===== src/verilog/cvd_pkg.sv =====
package cvd_pkg;

  // instruction word decode: unit address sits in bits 7..4
  localparam int CVD_UNIT_LSB = 4;
  localparam int CVD_UNIT_MSB = 7;
  localparam logic [1:0] CVD_UNIT_FIXED = 2'b11;

  // vector address layout: base 8..6, channel 5..3, type 2, zero 1..0
  localparam int CVD_VEC_W = 9;
  localparam int CVD_NUM_CH = 8;
  localparam int CVD_CH_W = 3;
  localparam int CVD_BASE_W = 3;
  localparam logic CVD_TYPE_DATA = 1'b0;
  localparam logic CVD_TYPE_EOB = 1'b1;

  // strap header layout: unit number 1..0, block base 4..2, dma bank 5
  localparam int CVD_STRAP_W = 6;
  localparam int CVD_STRAP_BANK = 5;

  // baud straps: three bits per channel, then two for the extra rate
  localparam int CVD_BAUD_SEL_W = 3;
  localparam int CVD_BAUD_STRAP_W = 26;
  localparam int CVD_OVERSAMPLE = 16;
  localparam int CVD_DIV_W = 16;
  localparam int CVD_BAUD_FIXED [0:6] = '{110, 150, 300, 1200, 2400, 4800, 9600};
  localparam int CVD_BAUD_EXTRA [0:2] = '{75, 600, 19200};

  // register map, byte addresses
  localparam logic [7:0] CVD_ADDR_CTRL = 8'h00;
  localparam logic [7:0] CVD_ADDR_STATUS = 8'h04;
  localparam logic [7:0] CVD_ADDR_MASK = 8'h08;
  localparam logic [7:0] CVD_ADDR_VECTOR = 8'h0C;
  localparam logic [7:0] CVD_ADDR_STRAP = 8'h10;

  // control bits
  localparam int CVD_CTRL_EN = 0;
  localparam int CVD_CTRL_DMA = 1;
  localparam int CVD_CTRL_FOUR = 2;
  localparam logic [2:0] CVD_CTRL_RESET = 3'h1;

  // status event bits
  localparam int CVD_EV_W = 4;
  localparam int CVD_EV_INT = 0;
  localparam int CVD_EV_BURST = 1;
  localparam int CVD_EV_PREEMPT = 2;
  localparam int CVD_EV_SELECT = 3;
  localparam logic [3:0] CVD_MASK_RESET = 4'h0;

  typedef enum logic [2:0] {
    CVD_DMA_IDLE = 3'b001,
    CVD_DMA_REQ = 3'b010,
    CVD_DMA_OWN = 3'b100
  } cvd_dma_state_t;

endpackage


===== src/verilog/cvd_top.sv =====
// Behaviour
// - accept instruction only when bits 7..4 match
// - bits 5..4 compare with strapped unit number
// - 64-location vector block, eight per channel
// - channel number drives vector bits 5..3
// - standard variant: bit 2 gives request type
// - block base strapped in 64-location steps
// - four-channel standard uses upper 32 only
// - dma variant interrupts only end-of-block, bit2 one
// - dma fetch/restore uses bit 2 zero
// - dma variant four channels, bank 0-3 or 4-7
// - dma bank 0-3 lower half, 4-7 upper
// - two shared-block units act as one
// - nearest unit in chain wins, address irrelevant
// - higher requester preempts burst, lower waits
// - downstream units rank below our end-of-block
// - eight baud clocks per channel, independent select
// - lowest-numbered channel of the chosen request type served first
// - data service above end-of-block, re-evaluated
//
// The placing of the registers and register access over APB were chosen for this implementation.
module cvd_top #(
  parameter int CLK_HZ = 40_000_000
) (
  // clock and reset
  input wire logic sys_clk,
  input wire logic rst,
  // apb slave
  input wire logic psel,
  input wire logic penable,
  input wire logic pwrite,
  input wire logic [7:0] paddr,
  input wire logic [31:0] pwdata,
  output logic [31:0] prdata,
  output logic pready,
  output logic pslverr,
  // strap headers
  input wire logic [cvd_pkg::CVD_STRAP_W-1:0] unit_number_strap_header,
  input wire logic [cvd_pkg::CVD_BAUD_STRAP_W-1:0] baud_select_strap_header,
  // i/o instruction from processor
  input wire logic io_instr_valid,
  input wire logic [15:0] io_instr_word,
  output logic io_unit_selected,
  // channel adapters
  input wire logic [cvd_pkg::CVD_NUM_CH-1:0] chan_data_req,
  input wire logic [cvd_pkg::CVD_NUM_CH-1:0] chan_eob_req,
  output logic [cvd_pkg::CVD_NUM_CH-1:0] chan_baud_tick,
  // interrupt chain
  input wire logic int_chain_in,
  input wire logic int_ack,
  output logic int_chain_out,
  output logic bus_int_req,
  output logic [cvd_pkg::CVD_VEC_W-1:0] vec_addr,
  output logic vec_valid,
  // dma chain
  input wire logic dma_chain_in,
  input wire logic dma_grant,
  input wire logic dma_char_done,
  input wire logic dma_burst_last,
  output logic dma_chain_out,
  output logic dma_bus_req,
  output logic dma_active,
  output logic [cvd_pkg::CVD_VEC_W-1:0] dma_fetch_addr,
  // interrupt to local cpu
  output logic irq
);
  import cvd_pkg::*;

  localparam int NSYNC = CVD_STRAP_W + CVD_BAUD_STRAP_W + 2 * CVD_NUM_CH;

  logic [NSYNC-1:0] sync1_reg;
  logic [NSYNC-1:0] sync2_reg;
  logic [CVD_STRAP_W-1:0] strap;
  logic [CVD_BAUD_STRAP_W-1:0] baud_strap;
  logic [CVD_NUM_CH-1:0] data_s;
  logic [CVD_NUM_CH-1:0] eob_s;
  logic [2:0] ctrl_reg;
  logic [CVD_EV_W-1:0] status_reg;
  logic [CVD_EV_W-1:0] status_next;
  logic [CVD_EV_W-1:0] mask_reg;
  logic [CVD_EV_W-1:0] ev_set;
  logic [CVD_EV_W-1:0] ev_clr;
  logic apb_done;
  logic [1:0] unit_num;
  logic [CVD_BASE_W-1:0] base;
  logic bank_hi;
  logic en;
  logic is_dma;
  logic four_ch;
  logic [CVD_NUM_CH-1:0] present;
  logic [CVD_NUM_CH-1:0] data_cand;
  logic [CVD_NUM_CH-1:0] eob_cand;
  logic [CVD_NUM_CH-1:0] dma_cand;
  logic int_pending;
  logic [CVD_CH_W-1:0] int_ch;
  logic int_type;
  logic [CVD_CH_W-1:0] dma_ch;
  logic dma_pending;
  logic int_take;
  cvd_dma_state_t dma_state;
  logic [CVD_NUM_CH-1:0] rate_tick;
  logic [CVD_DIV_W-1:0] div_tab [CVD_NUM_CH];

  // lowest set bit wins
  function automatic logic [CVD_CH_W-1:0] lowest(input logic [CVD_NUM_CH-1:0] v);
    logic [CVD_CH_W-1:0] r;
    r = '0;
    for (int i = CVD_NUM_CH - 1; i >= 0; i--)
    begin
      if (v[i])
        r = CVD_CH_W'(i);
    end
    return r;
  endfunction

  // divisor at 16x oversampling from the clock rate
  function automatic logic [CVD_DIV_W-1:0] div_of(input int rate);
    return CVD_DIV_W'(CLK_HZ / (CVD_OVERSAMPLE * rate));
  endfunction

  // straps and adapter requests come from off-board, two flops each
  always_ff @(posedge sys_clk or posedge rst)
  begin
    if (rst)
    begin
      sync1_reg <= '0;
      sync2_reg <= '0;
    end
    else
    begin
      sync1_reg <= {unit_number_strap_header, baud_select_strap_header, chan_data_req,
                    chan_eob_req};
      sync2_reg <= sync1_reg;
    end
  end

  assign {strap, baud_strap, data_s, eob_s} = sync2_reg;
  assign unit_num = strap[1:0];
  assign base = strap[4:2];
  assign bank_hi = strap[CVD_STRAP_BANK];
  assign en = ctrl_reg[CVD_CTRL_EN];
  assign is_dma = ctrl_reg[CVD_CTRL_DMA];
  assign four_ch = ctrl_reg[CVD_CTRL_FOUR];

  // channels that this unit owns inside its 64-location block
  always_comb
  begin
    for (int i = 0; i < CVD_NUM_CH; i++)
    begin
      if (is_dma)
        present[i] = (i / 4 == int'(bank_hi));
      else if (four_ch)
        present[i] = (i >= 4);
      else
        present[i] = 1'b1;
    end
  end

  // dma variant turns data requests into fetch/restore, never interrupts
  assign data_cand = (is_dma ? '0 : data_s) & present;
  assign eob_cand = eob_s & present;
  assign dma_cand = (is_dma ? data_s : '0) & present;
  assign int_pending = en & ((|data_cand) | (|eob_cand));
  assign int_type = (|data_cand) ? CVD_TYPE_DATA : CVD_TYPE_EOB;
  assign int_ch = (|data_cand) ? lowest(data_cand) : lowest(eob_cand);
  assign dma_pending = en & (|dma_cand);
  assign dma_ch = lowest(dma_cand);
  assign int_take = int_ack & int_chain_in & int_pending;

  // unit decode: upper pair fixed, lower pair strapped
  always_ff @(posedge sys_clk or posedge rst)
  begin
    if (rst)
      io_unit_selected <= 1'b0;
    else
      io_unit_selected <= en & io_instr_valid
        & (io_instr_word[CVD_UNIT_MSB:CVD_UNIT_LSB] == {CVD_UNIT_FIXED, unit_num});
  end

  // request and chain pass-through; a pending unit blocks all below it
  always_ff @(posedge sys_clk or posedge rst)
  begin
    if (rst)
    begin
      bus_int_req <= 1'b0;
      int_chain_out <= 1'b0;
    end
    else
    begin
      bus_int_req <= int_pending;
      int_chain_out <= int_chain_in & ~int_pending;
    end
  end

  // vector capture at the acknowledge; selection is recomputed every
  // cycle so the next service sees whatever is pending then
  always_ff @(posedge sys_clk or posedge rst)
  begin
    if (rst)
    begin
      vec_addr <= '0;
      vec_valid <= 1'b0;
    end
    else
    begin
      vec_valid <= int_take;
      if (int_take)
        vec_addr <= {base, int_ch, int_type, 2'b00};
    end
  end

  // dma ownership: release after any character if the chain above
  // takes the grant back, otherwise hold lower units off until the end
  always_ff @(posedge sys_clk or posedge rst)
  begin
    if (rst)
    begin
      dma_state <= CVD_DMA_IDLE;
      dma_fetch_addr <= '0;
    end
    else
    begin
      case (dma_state)
        CVD_DMA_IDLE:
        begin
          if (dma_pending)
            dma_state <= CVD_DMA_REQ;
        end
        CVD_DMA_REQ:
        begin
          if (!dma_pending)
            dma_state <= CVD_DMA_IDLE;
          else if (dma_grant && dma_chain_in)
          begin
            dma_state <= CVD_DMA_OWN;
            dma_fetch_addr <= {base, dma_ch, CVD_TYPE_DATA, 2'b00};
          end
        end
        CVD_DMA_OWN:
        begin
          if (dma_char_done && (dma_burst_last || !dma_chain_in))
            dma_state <= CVD_DMA_IDLE;
        end
        default:
          dma_state <= CVD_DMA_IDLE;
      endcase
    end
  end

  // dma outputs; chain out stays low while we want or hold the bus
  always_ff @(posedge sys_clk or posedge rst)
  begin
    if (rst)
    begin
      dma_bus_req <= 1'b0;
      dma_active <= 1'b0;
      dma_chain_out <= 1'b0;
    end
    else
    begin
      dma_bus_req <= (dma_state == CVD_DMA_REQ);
      dma_active <= (dma_state == CVD_DMA_OWN);
      dma_chain_out <= dma_chain_in & (dma_state == CVD_DMA_IDLE) & ~dma_pending;
    end
  end

  // seven fixed rates plus one strapped extra
  always_comb
  begin
    for (int i = 0; i < 7; i++)
      div_tab[i] = div_of(CVD_BAUD_FIXED[i]);
    case (baud_strap[CVD_BAUD_STRAP_W-1 -: 2])
      2'b01: div_tab[7] = div_of(CVD_BAUD_EXTRA[1]);
      2'b10: div_tab[7] = div_of(CVD_BAUD_EXTRA[2]);
      default: div_tab[7] = div_of(CVD_BAUD_EXTRA[0]);
    endcase
  end

  genvar g;
  generate
    for (g = 0; g < CVD_NUM_CH; g++)
    begin : g_rate
      cvd_rate_tick u_rate (
        .sys_clk(sys_clk),
        .rst(rst),
        .divisor(div_tab[g]),
        .tick(rate_tick[g])
      );
    end
  endgenerate

  // per-channel pick of one of the eight rates
  always_ff @(posedge sys_clk or posedge rst)
  begin
    if (rst)
      chan_baud_tick <= '0;
    else
      for (int i = 0; i < CVD_NUM_CH; i++)
        chan_baud_tick[i] <= rate_tick[baud_strap[i*CVD_BAUD_SEL_W +: CVD_BAUD_SEL_W]];
  end

  // apb: one wait state, answer registered
  assign apb_done = psel & penable & pready;

  always_ff @(posedge sys_clk or posedge rst)
  begin
    if (rst)
    begin
      pready <= 1'b0;
      prdata <= '0;
      pslverr <= 1'b0;
    end
    else
    begin
      pready <= psel & penable & ~pready;
      pslverr <= 1'b0;
      prdata <= '0;
      if (psel && penable && !pready)
      begin
        if (paddr == CVD_ADDR_CTRL)
          prdata <= {29'h0, ctrl_reg};
        else if (paddr == CVD_ADDR_STATUS)
          prdata <= {28'h0, status_reg};
        else if (paddr == CVD_ADDR_MASK)
          prdata <= {28'h0, mask_reg};
        else if (paddr == CVD_ADDR_VECTOR)
          prdata <= {7'h0, dma_fetch_addr, 7'h0, vec_addr};
        else if (paddr == CVD_ADDR_STRAP)
          prdata <= {6'h0, baud_strap};
        else
          pslverr <= 1'b1;
      end
    end
  end

  // writable registers
  always_ff @(posedge sys_clk or posedge rst)
  begin
    if (rst)
    begin
      ctrl_reg <= CVD_CTRL_RESET;
      mask_reg <= CVD_MASK_RESET;
    end
    else if (apb_done && pwrite)
    begin
      if (paddr == CVD_ADDR_CTRL)
        ctrl_reg <= pwdata[2:0];
      else if (paddr == CVD_ADDR_MASK)
        mask_reg <= pwdata[CVD_EV_W-1:0];
    end
  end

  // sticky events; a read clears only what it returned, and a new set wins
  assign ev_set[CVD_EV_INT] = int_take;
  assign ev_set[CVD_EV_BURST] = (dma_state == CVD_DMA_OWN) & dma_char_done & dma_burst_last;
  assign ev_set[CVD_EV_PREEMPT] = (dma_state == CVD_DMA_OWN) & dma_char_done
    & ~dma_burst_last & ~dma_chain_in;
  assign ev_set[CVD_EV_SELECT] = io_unit_selected;
  assign ev_clr = (apb_done && !pwrite && paddr == CVD_ADDR_STATUS)
    ? prdata[CVD_EV_W-1:0] : '0;
  assign status_next = (status_reg & ~ev_clr) | ev_set;

  always_ff @(posedge sys_clk or posedge rst)
  begin
    if (rst)
      status_reg <= '0;
    else
      status_reg <= status_next;
  end

  // level interrupt
  always_ff @(posedge sys_clk or posedge rst)
  begin
    if (rst)
      irq <= 1'b0;
    else
      irq <= |(status_next & mask_reg);
  end

  property p_unit_match;
    @(posedge sys_clk) disable iff (rst)
    (en && io_instr_valid && io_instr_word[7:4] == {2'b11, unit_num}) |=> io_unit_selected;
  endproperty
  a_unit_match: assert property (p_unit_match)
    else $error("matching instruction not accepted");

  property p_unit_fixed;
    @(posedge sys_clk) disable iff (rst)
    (io_instr_word[7:6] != 2'b11) |=> !io_unit_selected;
  endproperty
  a_unit_fixed: assert property (p_unit_fixed)
    else $error("unit selected without fixed ones");

  property p_vec_form;
    @(posedge sys_clk) disable iff (rst)
    int_take |=> vec_valid && vec_addr[1:0] == 2'b00 && vec_addr[8:6] == $past(base)
      && vec_addr[5:3] == $past(int_ch);
  endproperty
  a_vec_form: assert property (p_vec_form)
    else $error("vector address badly formed");

  property p_dma_eob;
    @(posedge sys_clk) disable iff (rst)
    (vec_valid && $past(is_dma)) |-> vec_addr[2] && vec_addr[5] == $past(bank_hi);
  endproperty
  a_dma_eob: assert property (p_dma_eob)
    else $error("dma vector not end-of-block in own half");

  property p_four_upper;
    @(posedge sys_clk) disable iff (rst)
    (vec_valid && $past(!is_dma && four_ch)) |-> vec_addr[5];
  endproperty
  a_four_upper: assert property (p_four_upper)
    else $error("four-channel unit used lower half");

  property p_data_first;
    @(posedge sys_clk) disable iff (rst)
    (int_take && |data_cand) ##1 vec_valid |-> !vec_addr[2];
  endproperty
  a_data_first: assert property (p_data_first)
    else $error("end-of-block served over data request");

  property p_fetch_zero;
    @(posedge sys_clk) disable iff (rst)
    $rose(dma_active) |-> !dma_fetch_addr[2] && dma_fetch_addr[1:0] == 2'b00;
  endproperty
  a_fetch_zero: assert property (p_fetch_zero)
    else $error("fetch address bit 2 not zero");

  property p_chain_block;
    @(posedge sys_clk) disable iff (rst)
    int_pending |=> !int_chain_out;
  endproperty
  a_chain_block: assert property (p_chain_block)
    else $error("interrupt chain passed while pending");

  property p_burst_hold;
    @(posedge sys_clk) disable iff (rst)
    (dma_state == CVD_DMA_OWN && !dma_char_done) |=> !dma_chain_out ##1 dma_active;
  endproperty
  a_burst_hold: assert property (p_burst_hold)
    else $error("lower requester let in during burst");

  property p_irq_level;
    @(posedge sys_clk) disable iff (rst)
    (|(status_reg & mask_reg)) |-> irq || $past(ev_clr != '0);
  endproperty
  a_irq_level: assert property (p_irq_level)
    else $error("unmasked status without interrupt");

endmodule


===== src/verilog/cvd_rate_tick.sv =====
// one-cycle enable every divisor clocks
module cvd_rate_tick (
  // clock and reset
  input wire logic sys_clk,
  input wire logic rst,
  // divide ratio, zero or one gives a tick every clock
  input wire logic [cvd_pkg::CVD_DIV_W-1:0] divisor,
  // enable pulse
  output logic tick
);
  import cvd_pkg::*;

  logic [CVD_DIV_W-1:0] cnt_reg;

  // count down; reloading on the tick keeps the period exact
  // a count above the new ratio reloads at once, so a strap change
  // is not stuck behind a long count left from the old ratio
  always_ff @(posedge sys_clk or posedge rst)
  begin
    if (rst)
    begin
      cnt_reg <= '0;
      tick <= 1'b0;
    end
    else if (cnt_reg == '0 || cnt_reg >= divisor)
    begin
      cnt_reg <= (divisor > 16'h0001) ? divisor - 16'h0001 : 16'h0000;
      tick <= 1'b1;
    end
    else
    begin
      cnt_reg <= cnt_reg - 16'h0001;
      tick <= 1'b0;
    end
  end

endmodule


===== config.mk =====
export PLATFORM = sky130hd
export DESIGN_NAME = cvd_top
export DESIGN_NICKNAME = d
export VERILOG_FILES = /design/src/verilog/cvd_pkg.sv /design/src/verilog/cvd_top.sv /design/src/verilog/cvd_rate_tick.sv
export SDC_FILE = /design/constraint.sdc
export NUM_CORES = 1
export LEC_CHECK = 0
export BUFFER_PORTS_ARGS = -buffer_cell sky130_fd_sc_hd__buf_2
export CAP_MARGIN = 20
export CORE_ASPECT_RATIO = 1.1
export CORE_MARGIN = 3
export CORE_UTILIZATION = 53
export DETAILED_ROUTE_END_ITERATION = 8
export GPL_ROUTABILITY_DRIVEN = 0
export PLACE_DENSITY = 0.75
export SYNTH_ARGS = -nofsm -noshare
export SYNTH_HDL_FRONTEND = slang
export SYNTH_HIERARCHICAL = 1
export SYNTH_SLANG_ARGS = --single-unit

===== constraint.sdc =====
create_clock -name sys_clk -period 5.8 [get_ports sys_clk]
set_input_delay 1.45 -clock sys_clk [delete_from_list [all_inputs] [get_ports sys_clk]]
set_output_delay 1.45 -clock sys_clk [all_outputs]
set_load 0.005 [all_outputs]

==> metrics.md <==
| Metric | Value |
|---|---|
| Final wirelength | `roughly 43000 um` |
| Final setup vio count | `0` |
| Worst path bufs/invs | `2` |
| Initial antenna violation count | `2` |
| HPWL Detailed | `31700 um` |
| Worst R2R Path Depth | `9` |
| Final Hold Fails | `0` |
| GRT overflow | `0` |
| Post-CTS sizing | `0` |
| Clock sink count | `303` |
| Worst slew pin tran | `between 0.9 and 1 ns` |
| Reg2Reg Setup Slack | `between 2 and 2.5 ns` |
| Syn Std Cell Area | `0.0195 mm2` |
| Port Buffers | `132` |
| Yosys warns | `6` |
| Post-synthesis register bit count | `between 300 and 400` |
| Hold/Removal Path Class | `register to register` |
| Critical path arrival | `4.23 ns` |
| Met3 Usage GRT | `3.27%` |
| Setup Fix Bufs, Post-CTS | `0` |
| Leak pwr | `11.0 nW` |
| Chip height | `207 um` |
| Clk slew on worst S/H paths | `0.06 ns` |
| GRT Resource Usage Total | `22.3%` |
| Via density | `approximately 5` |
| Slowest stage delay, CP | `0.82 ns` |
| Die area | `0.0391 mm2` |
| WS Path Type | `register to register` |
| Critical Path, Cell by Cell | `inv_1 -> ha_1 -> inv_1 -> ha_1 -> nand4_1 -> or3_2 -> o32ai_1 -> or4b_1 -> mux2i_1` |
| CTS buffer count | `34` |
| Worst hold path stage count | `0` |
| DR iter-0 viols | `~700` |
| VDD IR max | `0.252 mV` |
| Antenna cells | `0` |
| First-pass detailed-route iteration total | `7` |
| Die W | `189 um` |
| CP top delay family | `simple AND/OR/NAND/NOR gates` |
| Worst reg2reg startpoint | `sync2_reg[40]` |
| Setup tns final | `0 ns` |
| Final #Nets | `2737` |
| Layout area overhead | `18.9%` |
| Final WS setup | `2.00 ns` |
| Worst slew margin | `34.0%` |
| CTS tree | `done` |
| Vias in the first global route | `~15k` |
| Layout cells sized above 1 | `12.2%` |
| CP startpoint kind | `register` |
| Status | `finished clean` |
| Max-cap check violation count | `0` |
| Worst-path fanout max | `19` |
| Fraction of registers with async set/reset | `100%` |
| Max-slew violation count | `0` |
| Clk_skew | `roughly 0.020 ns` |
| Final worst-path cycle share | `65.5%` |
| Hold EP | `sync2_reg[16]` |
| Via count | `between 15k and 20k` |
| EDFF count, synth | `0` |
| CTS root buf | `clkbuf_16` |
| Global route hottest layer | `met2` |
| Distinct cells, synth | `87` |
| Min-delay src | `sync1_reg[16]` |
| Core Box Area | `0.0362 mm2` |
| Post-CTS Hold Buffers | `0` |
| Met1 usage | `27.5%` |
| Core Util, Final | `64.0%` |
| Max reg flops | `roughly 130` |
| Critical Path End Type | `register` |
| Num ports | `184` |
| Dpl ws | `2.01 ns` |
| Largest net degree at the start of global routing | `approximately 170` |
| Fmax | `0.263 GHz` |
| Slowest CP cell | `or4b_1` |
| Seq/Total Area, Yosys | `about two fifths` |
| Clk_lat worst skew | `0.53 ns` |
| Prevailing post-synth register cell | `dfrtp_1` |
| RSZ-0062 raised after global routing | `false` |
| Avg Cell Area, Syn | `between 10 and 15 um2` |
| DRT antenna net count | `0` |
| Worst R2R End | `g_rate[7].u_rate/cnt_reg[4]` |
| Pwr dens | `between 300 and 400 mW/mm2` |
| First-pass GRT wire length | `73200 um` |
| CTS max path bufs | `3` |
| Global routing usage on met2 | `between 40% and 50%` |
| H-tree depth | `2` |
| Min Tclk post-route | `3.80 ns` |
| Row count | `73` |
| DRC Markers | `0` |
| Starting Density | `between 50% and 60%` |
| Wire per inst | `14.4 um` |
| Mapped Cells | `1914` |
| Worst path required time | `6.23 ns` |
layout by cell type, fill, tap and decap left out, drive strengths merged, types with 43 or more instances in the layout:
master	instances
a21oi	59
buf	143
clkbuf	43
conb	427
dfrtp	301
ha	155
inv	177
mux2i	134
nand2	172
nand4	59
nor2	105
nor3	61
nor4	43
o21ai	50
xnor2	152
layer usage:
layer / wire length, um / vias up
met4: 1240 / 4
met2: 21700 / 333
met3: 1970 / 90
li1: - / 7435
met1: 17900 / 7232
met5: 33 / -
power by group:
| part | internal (W) | switching (W) | total (W) |
|---|---|---|---|
| sequential | 0.00269 | 0.000780 | 0.00347 |
| combinational | 0.00165 | 0.00156 | 0.00321 |
| clock | 0.00132 | 0.000911 | 0.00223 |
layout make-up:
type | count | area, um2
sequential | 303 | 7580
tap | 487 | 609
clock buffer | 43 | 955
inverter | 173 | 656
multi-input combinational | 1811 | 12400
timing repair buffer | 143 | 756
fill | 2947 | 13000
clock inverter | 18 | 211
through the flow:
stage,instances,area (um2),hold WS (ns),total power (W)
detailed placement,2916,22000,0.335,0.00667
floorplan,2339,21100,0.331,0.00606
global placement,2916,22000,0.333,0.00646
CTS,2977,23100,0.348,0.00895
global route,2978,23100,0.355,0.00958
finish,2978,23100,0.345,0.00891
Yosys cell counts, drive strengths merged (3+ instances only):
cell type  number  area share, %
nand2         172            3.3
o211a           6           0.31
nor3           61            1.7
or3            16           0.55
nand3b          7           0.66
inv           173            3.3
nor2          105            2.0
ha            155             10
a22oi          11           0.42
nor2b          30           0.96
and3           18           0.58
nand2b         15           0.52
a21oi          59            1.5
a32oi           7           0.31
and4            7           0.31
xor2           39            1.8
or4            33            1.5
o21a            5           0.19
a211oi         11           0.42
o31a            9           0.40
clkbuf         10           0.20
and2           12           0.39
mux4           16            1.9
buf            42            2.2
nor4           43            2.1
mux2           23            1.4
o21ai          50            1.3
mux2i         134            6.9
a21o            4           0.15
a31oi          17           0.55
dfrtp         301             39
or2             6           0.19
a21boi          5           0.19
nand3          39            1.0
nor3b          16           0.99
o2111ai         8           0.36
o311ai          6           0.27
nand4          59            1.9
nor4b           3           0.13
xnor2         152            6.8
worst max-delay path by stage:
stage / slack [ns] / start / cells past startpoint / endpoint
floorplan: 2.22 / rst / 1 / bus_int_req
global placement: 2.03 / paddr[1] / 6 / prdata[2]
detailed placement: 2.01 / sync2_reg[40] / 9 / g_rate[7].u_rate/cnt_reg[4]
CTS: 1.98 / sync2_reg[40] / 9 / g_rate[7].u_rate/cnt_reg[4]
global route: 1.76 / sync2_reg[40] / 9 / g_rate[7].u_rate/cnt_reg[15]
finish: 2.00 / sync2_reg[40] / 9 / g_rate[7].u_rate/cnt_reg[4]
cell families after synthesis:
family,synth area share (%)
and+or+nand+nor,19.1
DFF,39.0
buffers and inverters,5.76
AOI/OAI and AO/OA,7.49
xor gates and xnor gates,8.59
muxes,10.1
adders and majority gates,9.96
other,0.0386
(Power assumes the default switching activity.)
